`src/logic/tcp_pkg.sv`:
```
// Purpose: shared constants and types of the cascaded 16-bit timer
// Assumes: one system clock; prescaler taps arrive as one-cycle ticks
// Notes:   control byte holds only the run and flop preset bits
`default_nettype none
package tcp_pkg;

  localparam int          CNT_W      = 16;
  localparam int          BYTE_W     = 8;
  localparam int          RUN_BIT    = 3;
  localparam int          FFI_BIT    = 7;
  localparam logic [7:0]  CTRL_RST   = 8'h00;
  localparam logic [7:0]  CTRL_MASK  = 8'h88;
  localparam logic [15:0] CNT_RST    = 16'h0000;
  localparam logic [15:0] CNT_ONE    = 16'h0001;
  localparam logic [15:0] CNT_TOP    = 16'hFFFF;
  localparam logic [7:0]  CMP_RST    = 8'h00;
  localparam logic        FLOP_RST   = 1'b0;

  typedef enum logic [2:0]
  {
    TCP_MODE_TIMER = 3'b001,
    TCP_MODE_EVENT = 3'b010,
    TCP_MODE_PWM   = 3'b100
  } tcp_mode_t;

  typedef enum logic [2:0]
  {
    TCP_SRC_TAP0 = 3'h0,
    TCP_SRC_TAP1 = 3'h1,
    TCP_SRC_TAP2 = 3'h2,
    TCP_SRC_TAP3 = 3'h3,
    TCP_SRC_LF   = 3'h4,
    TCP_SRC_HF2  = 3'h5,
    TCP_SRC_HF   = 3'h6,
    TCP_SRC_EXT  = 3'h7
  } tcp_src_t;

  typedef struct packed
  {
    logic hf_div2048;
    logic lf_div8;
    logic hf_div128;
    logic hf_div32;
    logic hf_div8;
    logic lf;
    logic hf_div2;
    logic hf;
  } tcp_ticks_t;

  typedef struct packed
  {
    logic low_speed;
    logic prescaler_tap_select;
  } tcp_clk_cfg_t;

  typedef struct packed
  {
    logic       wr;
    logic [7:0] data;
  } tcp_ctrl_wr_t;

  typedef struct packed
  {
    logic       wr_low;
    logic       wr_high;
    logic [7:0] data;
  } tcp_cmp_wr_t;

endpackage
`default_nettype wire

```
`src/logic/tcp_edge_sync.sv`:
```
// Purpose: synchronise the external count pin and flag falling edges
// Assumes: pin is asynchronous to clock
// Notes:   a level counts once the second and third stage agree
`default_nettype none
`timescale 1ns/1ns
module tcp_edge_sync
(
  input  wire logic clock,
  input  wire logic rst_b,
  input  wire logic ce,
  input  wire logic pin,
  output var  logic fall
);

  logic s1_ff;
  logic s2_ff;
  logic s3_ff;
  logic level_ff;
  logic fall_ff;
  wire  agree;
  wire  nxt_fall;

  assign agree    = (s2_ff == s3_ff);
  assign nxt_fall = agree & level_ff & ~s2_ff;
  assign fall     = fall_ff;

  always_ff @(posedge clock or negedge rst_b)
  begin
    if (!rst_b)
    begin
      s1_ff    <= 1'b1;
      s2_ff    <= 1'b1;
      s3_ff    <= 1'b1;
      level_ff <= 1'b1;
      fall_ff  <= 1'b0;
    end
    else if (ce)
    begin
      s1_ff    <= pin;
      s2_ff    <= s1_ff;
      s3_ff    <= s2_ff;
      level_ff <= agree ? s2_ff : level_ff;
      fall_ff  <= nxt_fall;
    end
  end

endmodule
`default_nettype wire

```
`src/logic/tcp_timer16.sv`:
```
// Purpose: cascaded 16-bit timer, event counter and PWM generator
// Assumes: taps are same-clock one-cycle ticks from a shared prescaler
// Notes:   8-bit, PPG and warm-up modes are not covered here
`default_nettype none
`timescale 1ns/1ns
module tcp_timer16
  import tcp_pkg::*;
#(
  parameter int CNT_WIDTH = 16
)
(
  input  wire logic              clock,
  input  wire logic              rst_b,
  input  wire logic              ce,
  input  wire tcp_pkg::tcp_mode_t    mode,
  input  wire tcp_pkg::tcp_src_t     src_sel,
  input  wire tcp_pkg::tcp_clk_cfg_t clk_cfg,
  input  wire tcp_pkg::tcp_ticks_t   ticks,
  input  wire tcp_pkg::tcp_ctrl_wr_t ctrl_wr,
  input  wire tcp_pkg::tcp_cmp_wr_t  period_wr,
  input  wire tcp_pkg::tcp_cmp_wr_t  duty_wr,
  input  wire logic              external_count_input,
  output var  logic [7:0]        upper_control_register,
  output var  logic [15:0]       period_compare,
  output var  logic [15:0]       duty_compare,
  output var  logic [15:0]       count_value,
  output var  logic              output_toggle_flop,
  output var  logic              modulated_output_pin,
  output var  logic              cascade_match_irq
);

  import tcp_pkg::*;

  if (CNT_WIDTH != CNT_W)
  begin : g_width_check
    $error("tcp_timer16: only a 16-bit cascade is supported");
  end

  logic [7:0]  ctrl_ff;
  logic [15:0] count_ff;
  logic [7:0]  period_compare_low_ff;
  logic [7:0]  period_compare_high_ff;
  logic [7:0]  duty_compare_low_ff;
  logic [7:0]  duty_compare_high_ff;
  logic [7:0]  dbuf_low_ff;
  logic [7:0]  dbuf_high_ff;
  logic        dpend_ff;
  logic        flop_ff;
  logic        pin_ff;
  logic        irq_ff;

  wire         ext_fall;
  wire         run;
  wire         is_pwm;
  wire         tap0;
  wire         step;
  wire [15:0]  period_val;
  wire [15:0]  duty_val;
  wire [15:0]  count_plus;
  wire         period_hit;
  wire         overflow;
  wire         duty_hit;
  wire         irq_evt;
  wire         toggle;
  wire         next_run;
  wire         preset;
  wire         buffered;
  wire         xfer;
  wire [7:0]   nxt_dbuf_low;
  wire [7:0]   nxt_dbuf_high;
  wire [15:0]  nxt_count;
  wire         nxt_flop;

  tcp_edge_sync u_sync
  (
    .clock (clock),
    .rst_b (rst_b),
    .ce    (ce),
    .pin   (external_count_input),
    .fall  (ext_fall)
  );

  // selects the counting tick for the current mode and power state
  function automatic logic pick_tick
  (
    input tcp_mode_t    m,
    input tcp_src_t     s,
    input tcp_clk_cfg_t c,
    input tcp_ticks_t   t,
    input logic         t0,
    input logic         ef
  );
    logic r;
    r = 1'b0;
    unique case (m)
      TCP_MODE_EVENT:
        r = ef;
      TCP_MODE_TIMER:
      begin
        unique case (s)
          TCP_SRC_TAP0: r = t0;
          TCP_SRC_TAP1: r = t.hf_div128 & ~c.low_speed;
          TCP_SRC_TAP2: r = t.hf_div32 & ~c.low_speed;
          TCP_SRC_TAP3: r = t.hf_div8 & ~c.low_speed;
          default:      r = 1'b0;
        endcase
      end
      TCP_MODE_PWM:
      begin
        unique case (s)
          TCP_SRC_TAP0: r = t0;
          TCP_SRC_TAP1: r = t.hf_div128 & ~c.low_speed;
          TCP_SRC_TAP2: r = t.hf_div32 & ~c.low_speed;
          TCP_SRC_TAP3: r = t.hf_div8 & ~c.low_speed;
          TCP_SRC_LF:   r = t.lf;
          TCP_SRC_HF2:  r = t.hf_div2 & ~c.low_speed;
          TCP_SRC_HF:   r = t.hf & ~c.low_speed;
          TCP_SRC_EXT:  r = ef;
        endcase
      end
      default:
        r = 1'b0;
    endcase
    return r;
  endfunction

  assign run        = ctrl_ff[RUN_BIT];
  assign is_pwm     = (mode == TCP_MODE_PWM);
  // first tap falls back to lf/8 when selected or in low speed
  assign tap0       = (clk_cfg.prescaler_tap_select | clk_cfg.low_speed)
                      ? ticks.lf_div8 : ticks.hf_div2048;
  // extra PWM taps; hf and hf/2 are gated in low speed, lf and ext are not
  assign step       = run & pick_tick(mode, src_sel, clk_cfg, ticks,
                                      tap0, ext_fall);

  assign period_val = {period_compare_high_ff, period_compare_low_ff};
  assign duty_val   = {duty_compare_high_ff, duty_compare_low_ff};
  assign count_plus = count_ff + CNT_ONE;
  assign period_hit = (count_plus == period_val);
  assign overflow   = (count_ff == CNT_TOP);
  assign duty_hit   = (count_plus == duty_val);

  // period match in timer and event modes
  assign irq_evt    = step & (is_pwm ? overflow : period_hit);

  // duty match and overflow both invert; zero duty cancels out
  assign toggle     = step & is_pwm & (overflow ^ duty_hit);

  // stopped counter is held at zero
  assign nxt_count  = !run ? CNT_RST
                      : (irq_evt ? CNT_RST
                      : (step ? count_plus : count_ff));

  assign next_run   = ctrl_wr.data[RUN_BIT];
  // preset only by a write made while already stopped
  assign preset     = ctrl_wr.wr & ~run & ~next_run;
  // preset from bit 7 else toggle
  assign nxt_flop   = preset ? ctrl_wr.data[FFI_BIT]
                      : (toggle ? ~flop_ff : flop_ff);

  // running PWM duty writes go to the buffer
  assign buffered      = is_pwm & run;
  assign nxt_dbuf_low  = (buffered & duty_wr.wr_low)
                         ? duty_wr.data : dbuf_low_ff;
  assign nxt_dbuf_high = (buffered & duty_wr.wr_high)
                         ? duty_wr.data : dbuf_high_ff;
  assign xfer          = irq_evt & is_pwm & dpend_ff;

  assign upper_control_register = ctrl_ff;
  assign period_compare         = period_val;
  // readback is the active duty value
  assign duty_compare           = duty_val;
  assign count_value            = count_ff;
  assign output_toggle_flop     = flop_ff;
  assign modulated_output_pin   = pin_ff;
  assign cascade_match_irq      = irq_ff;

  always_ff @(posedge clock or negedge rst_b)
  begin
    if (!rst_b)
    begin
      ctrl_ff  <= CTRL_RST;
      count_ff <= CNT_RST;
      irq_ff   <= 1'b0;
    end
    else if (ce)
    begin
      ctrl_ff  <= ctrl_wr.wr ? (ctrl_wr.data & CTRL_MASK) : ctrl_ff;
      count_ff <= nxt_count;
      irq_ff   <= irq_evt;
    end
  end

  always_ff @(posedge clock or negedge rst_b)
  begin
    if (!rst_b)
    begin
      flop_ff <= FLOP_RST;
      pin_ff  <= ~FLOP_RST;
    end
    else if (ce)
    begin
      flop_ff <= nxt_flop;
      // pin is the inverse of the flop
      pin_ff  <= ~nxt_flop;
    end
  end

  // period bytes land directly, one strobe per byte
  always_ff @(posedge clock or negedge rst_b)
  begin
    if (!rst_b)
    begin
      period_compare_low_ff  <= CMP_RST;
      period_compare_high_ff <= CMP_RST;
    end
    else if (ce)
    begin
      if (period_wr.wr_low)
        period_compare_low_ff <= period_wr.data;
      if (period_wr.wr_high)
        period_compare_high_ff <= period_wr.data;
    end
  end

  // duty buffer and transfer at the irq
  always_ff @(posedge clock or negedge rst_b)
  begin
    if (!rst_b)
    begin
      dbuf_low_ff          <= CMP_RST;
      dbuf_high_ff         <= CMP_RST;
      dpend_ff             <= 1'b0;
      duty_compare_low_ff  <= CMP_RST;
      duty_compare_high_ff <= CMP_RST;
    end
    else if (ce)
    begin
      dbuf_low_ff  <= nxt_dbuf_low;
      dbuf_high_ff <= nxt_dbuf_high;
      // a high-byte write in the transfer cycle keeps the flag set
      dpend_ff     <= (buffered & duty_wr.wr_high) | (dpend_ff & ~xfer);
      if (xfer)
      begin
        duty_compare_low_ff  <= nxt_dbuf_low;
        duty_compare_high_ff <= nxt_dbuf_high;
      end
      else if (!buffered)
      begin
        if (duty_wr.wr_low)
          duty_compare_low_ff <= duty_wr.data;
        if (duty_wr.wr_high)
          duty_compare_high_ff <= duty_wr.data;
      end
    end
  end
endmodule
`default_nettype wire

```
`config.mk`:
```
export PLATFORM = sky130hd
export DESIGN_NAME = tcp_timer16
export DESIGN_NICKNAME = d
export VERILOG_FILES = /design/src/logic/tcp_pkg.sv /design/src/logic/tcp_edge_sync.sv /design/src/logic/tcp_timer16.sv
export SDC_FILE = /design/constraint.sdc
export NUM_CORES = 1
export LEC_CHECK = 0
export ABC_AREA = 1
export BUFFER_PORTS_ARGS = -buffer_cell sky130_fd_sc_hd__buf_2
export CAP_MARGIN = 10
export CORE_UTILIZATION = 58
export CTS_CLUSTER_SIZE = 20
export DETAILED_ROUTE_END_ITERATION = 7
export PLACE_DENSITY_LB_ADDON = 0.3
export SLEW_MARGIN = 20
export SYNTH_ARGS = -nofsm -noshare
export SYNTH_HDL_FRONTEND = slang
export SYNTH_SLANG_ARGS = --single-unit
export TNS_END_PERCENT = 10
```
`constraint.sdc`:
```
create_clock -name clock -period 4.7 [get_ports clock]
set_input_delay 0.94 -clock clock [delete_from_list [all_inputs] [get_ports clock]]
set_output_delay 0.94 -clock clock [all_outputs]
set_load 0.01 [all_outputs]
```
# Yosys cells after proc, flatten, opt, wreduce, memory -nomap -nowiden

Index checks and enable logic that the tools add are counted.

Register bits after elaboration: 75
Latch bits: 0
Memory bits (writable): 0
Bits in read-only memories: 0
Input bits: 49
Logic and storage cells: 91
Memories kept: 0

Add/subtract/negate cells: 1
Multiply operators: 0
Divide/modulo/power cells: 0
Order comparisons: 0
Equal/unequal tests: 16
Shift-type cells: 0
Muxes and demuxes: 18
Bitwise operators: 29
Reduce and logical (&&, ||, !) cells: 10

Operators with widths:

| kind                                                                     | number |
|---|---|
| 8-bit 2-to-1 mux                                                         | 8 |
| 16-bit 2-to-1 mux                                                        | 3 |
| 16-bit equality test                                                     | 2 |
| 1-bit AND                                                                | 19 |
| 16-bit by 1-bit adder with 16-bit output (second input constant)         | 1 |
| 16-bit equality test (second input constant)                             | 1 |
| 3-bit equality test (second input constant)                              | 5 |
| 2-bit AND reduction                                                      | 5 |
| 3-bit by 2-bit equality test with 1-bit output (second input constant)   | 3 |
| 1-bit one-hot mux with 8 select lines                                    | 1 |
| 1-bit inverter                                                           | 7 |
| 3-bit by 1-bit equality test with 1-bit output (second input constant)   | 2 |
| 3-bit AND reduction                                                      | 2 |
| 1-bit 2-to-1 mux                                                         | 4 |
| 1-bit one-hot mux with 4 select lines                                    | 1 |
| 2-bit nonzero test                                                       | 2 |
| 3-bit zero test                                                          | 1 |
| 3-bit by 1-bit inequality test with 1-bit output (second input constant) | 1 |
| 1-bit one-hot mux with 3 select lines                                    | 1 |
| 2-bit by 1-bit inequality test with 1-bit output (second input constant) | 1 |
| 1-bit bitwise OR                                                         | 2 |
| 1-bit equality test                                                      | 1 |
| 1-bit bitwise XOR                                                        | 1 |

# Longest topological paths before layout

Depth after elaboration: 11
Gate-level depth with buffers: 18

# Cells and area by module

From an unflattened synthesis, not the netlist that was laid out.

Cell total of the unflattened synthesis: 613
Area total of the unflattened synthesis: 4423.0 µm²

By module, submodules not included:

| module        | times used | cells each | area each (µm²) |
|---|---|---|---|
| tcp_timer16   | 1          | 586        | 4206.5 |
| tcp_edge_sync | 1          | 27         | 216.5 |

# Worst setup path before layout

OpenSTA, ideal clock, no wires.

Kind: input port to flip-flop
From: in src_sel[1]
To: reg duty_compare_low_ff[0]
Library setup time: 0.128 ns
Arrival time: 2.296 ns
Setup slack: 2.276 ns
Cell stages on the path: 11
Buffers on the path: 1
Path through: nor2_1 inv_1 o311ai_1 nand2_1 a21oi_2 nand3_2 o21ai_1 nand2_1 buf_2 nand2_1 o21ai_0

Cells in the longest elaborated chain, start to end: 9

Ends and longest elaborated chain:

| element                                                                                                        | line                                   | RTL |
|---|---|---|
| start, declared                                                                                                | tcp_timer16.sv:16                      | `input wire tcp_pkg::tcp_src_t src_sel,` |
| 3-bit equality test, or another cell as far along                                                              | tcp_timer16.sv:110                     | `unique case (s)` |
| 1-bit one-hot mux with 8 select lines / 1-bit one-hot mux with 4 select lines (equally long branches)          | tcp_timer16.sv:110, tcp_timer16.sv:100 |  |
| 1-bit one-hot mux with 3 select lines (*)                                                                      | tcp_timer16.sv:95                      | `unique case (m)` |
| 1-bit AND (*)                                                                                                  | tcp_timer16.sv:133                     | `assign step = run & pick_tick(mode, src_sel, clk_cfg, ticks,` |
| 1-bit AND (*)                                                                                                  | tcp_timer16.sv:144                     | `assign irq_evt = step & (is_pwm ? overflow : period_hit);` |
| 1-bit AND (*) (2 in a row)                                                                                     | tcp_timer16.sv:167                     | `assign xfer = irq_evt & is_pwm & dpend_ff;` |
| 2-bit by 1-bit inequality test with 1-bit output (no source line) / 2-bit nonzero test (equally long branches) | --                                     |  |
| 3-bit AND reduction (no source line)                                                                           | --                                     |  |
| end signal, assigned                                                                                           | tcp_timer16.sv:245                     | `duty_compare_low_ff <= nxt_dbuf_low;` |
| end signal, assigned                                                                                           | tcp_timer16.sv:251                     | `duty_compare_low_ff <= duty_wr.data;` |
| end, declared                                                                                                  | tcp_timer16.sv:43                      | `logic [7:0] duty_compare_low_ff;` |

Mark *: on every way between the ends. The rest lies on a longest branch, timed or not.
A chain may end at the register's enable or synchronous reset.

# Worst setup path after layout

From: reg count_ff[0] (netlist: count_value[0])
To: reg duty_compare_low_ff[4]

Cells in the longest elaborated chain, start to end: 8

Ends and longest elaborated chain:

| element                                                                                                        | line               | RTL |
|---|---|---|
| start, declared                                                                                                | tcp_timer16.sv:40  | `logic [15:0] count_ff;` |
| start signal, assigned                                                                                         | tcp_timer16.sv:189 | `count_ff <= nxt_count;` |
| 16-bit by 1-bit adder with 16-bit output                                                                       | tcp_timer16.sv:138 | `assign count_plus = count_ff + CNT_ONE;` |
| 16-bit equality test                                                                                           | tcp_timer16.sv:139 | `assign period_hit = (count_plus == period_val);` |
| 1-bit 2-to-1 mux (*)                                                                                           | tcp_timer16.sv:144 |  |
| 1-bit AND (*)                                                                                                  | tcp_timer16.sv:144 |  |
| 1-bit AND (*) (2 in a row)                                                                                     | tcp_timer16.sv:167 |  |
| 2-bit by 1-bit inequality test with 1-bit output (no source line) / 2-bit nonzero test (equally long branches) | --                 |  |
| 3-bit AND reduction (no source line)                                                                           | --                 |  |

Marked as above.

==> reports/qor.csv <==
stage;metric;value;unit
worst_setup_path;crit_required;4910;ps
global_route;antenna_found_initial;0;
job;drv_cap;0;
synthesis;synth_top_cells_by_area;dfrtp_1 39%, nand2_1 19%, o21ai_0 8.5%;
synthesis;synth_top_family_by_area;simple AND/OR/NAND/NOR gates;
timing;holdWs;468;ps
placement;gp_congestion;0.937;
route;drc_errors;0;
die;die_x;90.0;um
worst_setup_path;cp_data_arrival_time;3460;ps
status;status;complete, no violations;
route;wire_per_inst;14.8;um
die;floorplan.initialDensity;0.610;
global_route;grt_pass1_wl;20300;um
route;postRouteAntennaNets;0;
die;dieArea;8100;um^2
route;drt_iter0_drc;293;
route;vias_per_cell;5.48;
timing;fin_setup_tns;0;ps
global_route;globalRoute.totalOverflow;0;
synthesis;synth-seq-cells;75;
cts;cts-resized-gates;0;
synthesis;synth_warnings;0;
cts;cts_root_buffer;clkbuf_8;
synthesis;synth_xor_area_frac;0.0381;
global_route;grt_max_degree;57;
timing;finClkSkew;14.4;ps
pwr;clkPwrFrac;0.327;
synthesis;async_reset_ff_frac;1.00;
die;row_count;31;
timing;slew_violations;0;
cells_and_area;layout_common_cells;228 x nand2_1, 95 x buf_2, 82 x inv_1;
cts;numCtsBuffers;9;
pwr;pwr-share-comb;0.186;
worst_hold_path;worst_hold_path_type;reg2reg;
cts;cts_setup_buffers;0;
worst_setup_path;critPathLaunchType;flop;
timing;final_hold_viol_count;0;
pwr;p_per_area;312;nW/um^2
cells_and_area;finalNetCount;776;
cells_and_area;fillCellCount;629;
synthesis;yosysSeqAreaShare;0.419;
synthesis;synth_mux_area_frac;0;
synthesis;yosysUniqueCellTypes;43;
cells_and_area;synthToLayoutAreaGrowth;16.0;%
pwr;p_int;1.13;mW
pwr;seqPwrFrac;0.486;
synthesis;syn_area_per_cell;7.06;um^2
pwr;power;1.62;mW
global_route;first_global_vias;4308;
synthesis;synth-simple-area-share;0.324;
synthesis;syn_inst;637;
cts;cts_sinks;75;
placement;dpl.hpwl;9040;um
global_route;grt_usage;0.314;
route;num_vias;4542;
worst_setup_path;worst-setup-path-type;reg2reg;
cells_and_area;layout_commonest_cell;nand2_1;
synthesis;synth_top_cell_area_share;0.390;
cts;hold_buffers;0;
worst_setup_path;end_kind;flop;
die;ios;108;
pwr;swShare;0.304;
route;drtPass1Iterations;5;
die;die_h;90.0;um
synthesis;syn-cell-area;4490;um^2
timing;relSlewSlack;0.420;
cts;htreeDepth;3;
cts;cts.clk_slew.worst_paths;80;ps
cts;insertion_delay;360;ps
cts;clock_path_buffers;2;
timing;worst_slew_pin_slew;867;ps
timing;fmax;0.308;GHz
pwr;switching_power;0.493;mW
route;wl;12300;um
synthesis;synth_edf_count;0;
placement;io_buffers;95;
die;core;7370;um^2
worst_setup_path;worstPathMaxFanout;34;
synthesis;yosys.area.top_type;dfrtp_1;
cells_and_area;drive_gt1_frac;0.185;
timing;rsz0062_at_grt;false;
synthesis;synth_compound_area_frac;0.117;
pwr;p_leak;2.85;nW
synthesis;synth_ff_type;dfrtp_1;
pwr;ir_worst_vdd;0.228;mV
timing;fin_crit;3250;ps
synthesis;synthAdderAreaFrac;0.00278;
timing;finalSetupViolations;0;
cells_and_area;antennaDiodeCount;0;
timing;period_share;0.691;
cts;cts_tree;done;
-- per-layer routing --
metal  share of wire  track usage  vias up  routed length [um]
li1                -            -     2204                   -
met1            0.41        0.391     2095                5080
met2            0.49        0.528      205                5970
met3           0.064       0.0499       38                 785
met4           0.035        0.157        0                 432
met5               0            0        -                   0
-- cells in the mapped netlist, types with 2 or more instances --
cell,instances
o21bai_1,2
o211ai_1,2
nand4_1,25
nor2_4,3
dfstp_2,5
nor2_1,32
xor2_1,3
o21ai_0,76
a21oi_1,4
buf_4,7
nand3_2,2
nor3_1,7
a21oi_2,2
o22ai_1,2
nand3_1,31
nand2_2,3
clkinv_1,2
buf_2,3
nand2_1,228
dfrtp_1,70
clkbuf_1,11
xnor2_1,12
o21ai_1,4
inv_1,82
-- path summary, 6_finish.rpt --
path,from,endpoint,slack (ps),depth (start not counted)
setup reg to reg,count_value[0],duty_compare_low_ff[4],1450,10
setup / recovery,count_value[0],duty_compare_low_ff[4],1450,10
hold / removal,u_sync.s1_ff,u_sync.s1_ff,470,2
max in group asynchronous,rst_b,duty_compare_high_ff[5],3090,2
min in group asynchronous,rst_b,period_compare_low_ff[7],520,1
hold reg to reg,u_sync.s1_ff,u_sync.s1_ff,470,2
-- logic make-up (layout without fill, tap and decap cells) --
logic type                 Yosys count  after routing
AOI/OAI and AO/OA                   97             97
xor gates and xnor gates            17             17
adders and majority gates            1              1
buffers and inverters              108            196
DFF                                 75             75
other                                1              6
and+or+nand+nor                    338            338
-- power by group through the flow --
stage | sequential (mW) | clock (mW) | combinational (mW)
4_1_cts | 0.788 | 0.531 | 0.303
2_1_floorplan | 0.805 | 0 | 0.169
3_3_place_gp | 0.794 | 0 | 0.286
5_1_grt | 0.799 | 0.562 | 0.344
3_5_place_dp | 0.800 | 0 | 0.299
6_report | 0.790 | 0.531 | 0.303
-- through the flow --
step | area [um^2] | cells | util | setup WS [ps]
6_report | 5210 | 829 | 0.707 | 1450
5_1_grt | 5210 | 829 | 0.707 | 1110
4_1_cts | 5210 | 829 | 0.707 | 1510
3_5_place_dp | 5000 | 814 | 0.678 | 1300
3_3_place_gp | 5000 | 814 | 0.678 | 1400
2_1_floorplan | 4510 | 642 | - | 2280
-- critical path, cell delays in order (launching register included) --
cell and delay (ps):
dfrtp_1 520, ha_1 310, nand2_1 120, nor2_2 180
nand3_1 150, nor4_2 440, nand3_2 550, o21ai_1 240
nand2_1 330, nand2_1 150, o21ai_0 100
-- layout make-up --
class                      count  area (um^2)  area share
tap                           99          124      0.0238
timing repair buffer          96          483      0.0927
sequential                    75         1880       0.361
clock buffer                  12          165      0.0317
inverter                      85          319      0.0612
multi-input combinational    459         2190       0.420
clock inverter                 3         46.3     0.00888
-- state kept, by name (all words and copies together) (netlist names), 2 cells and up --
register	flops
upper_control_register	2
period_compare_high_ff	8
count_value	16
duty_compare_low_ff	8
dbuf_high_ff	8
dbuf_low_ff	8
period_compare_low_ff	8
duty_compare_high_ff	8
(Power assumes the default switching activity.)
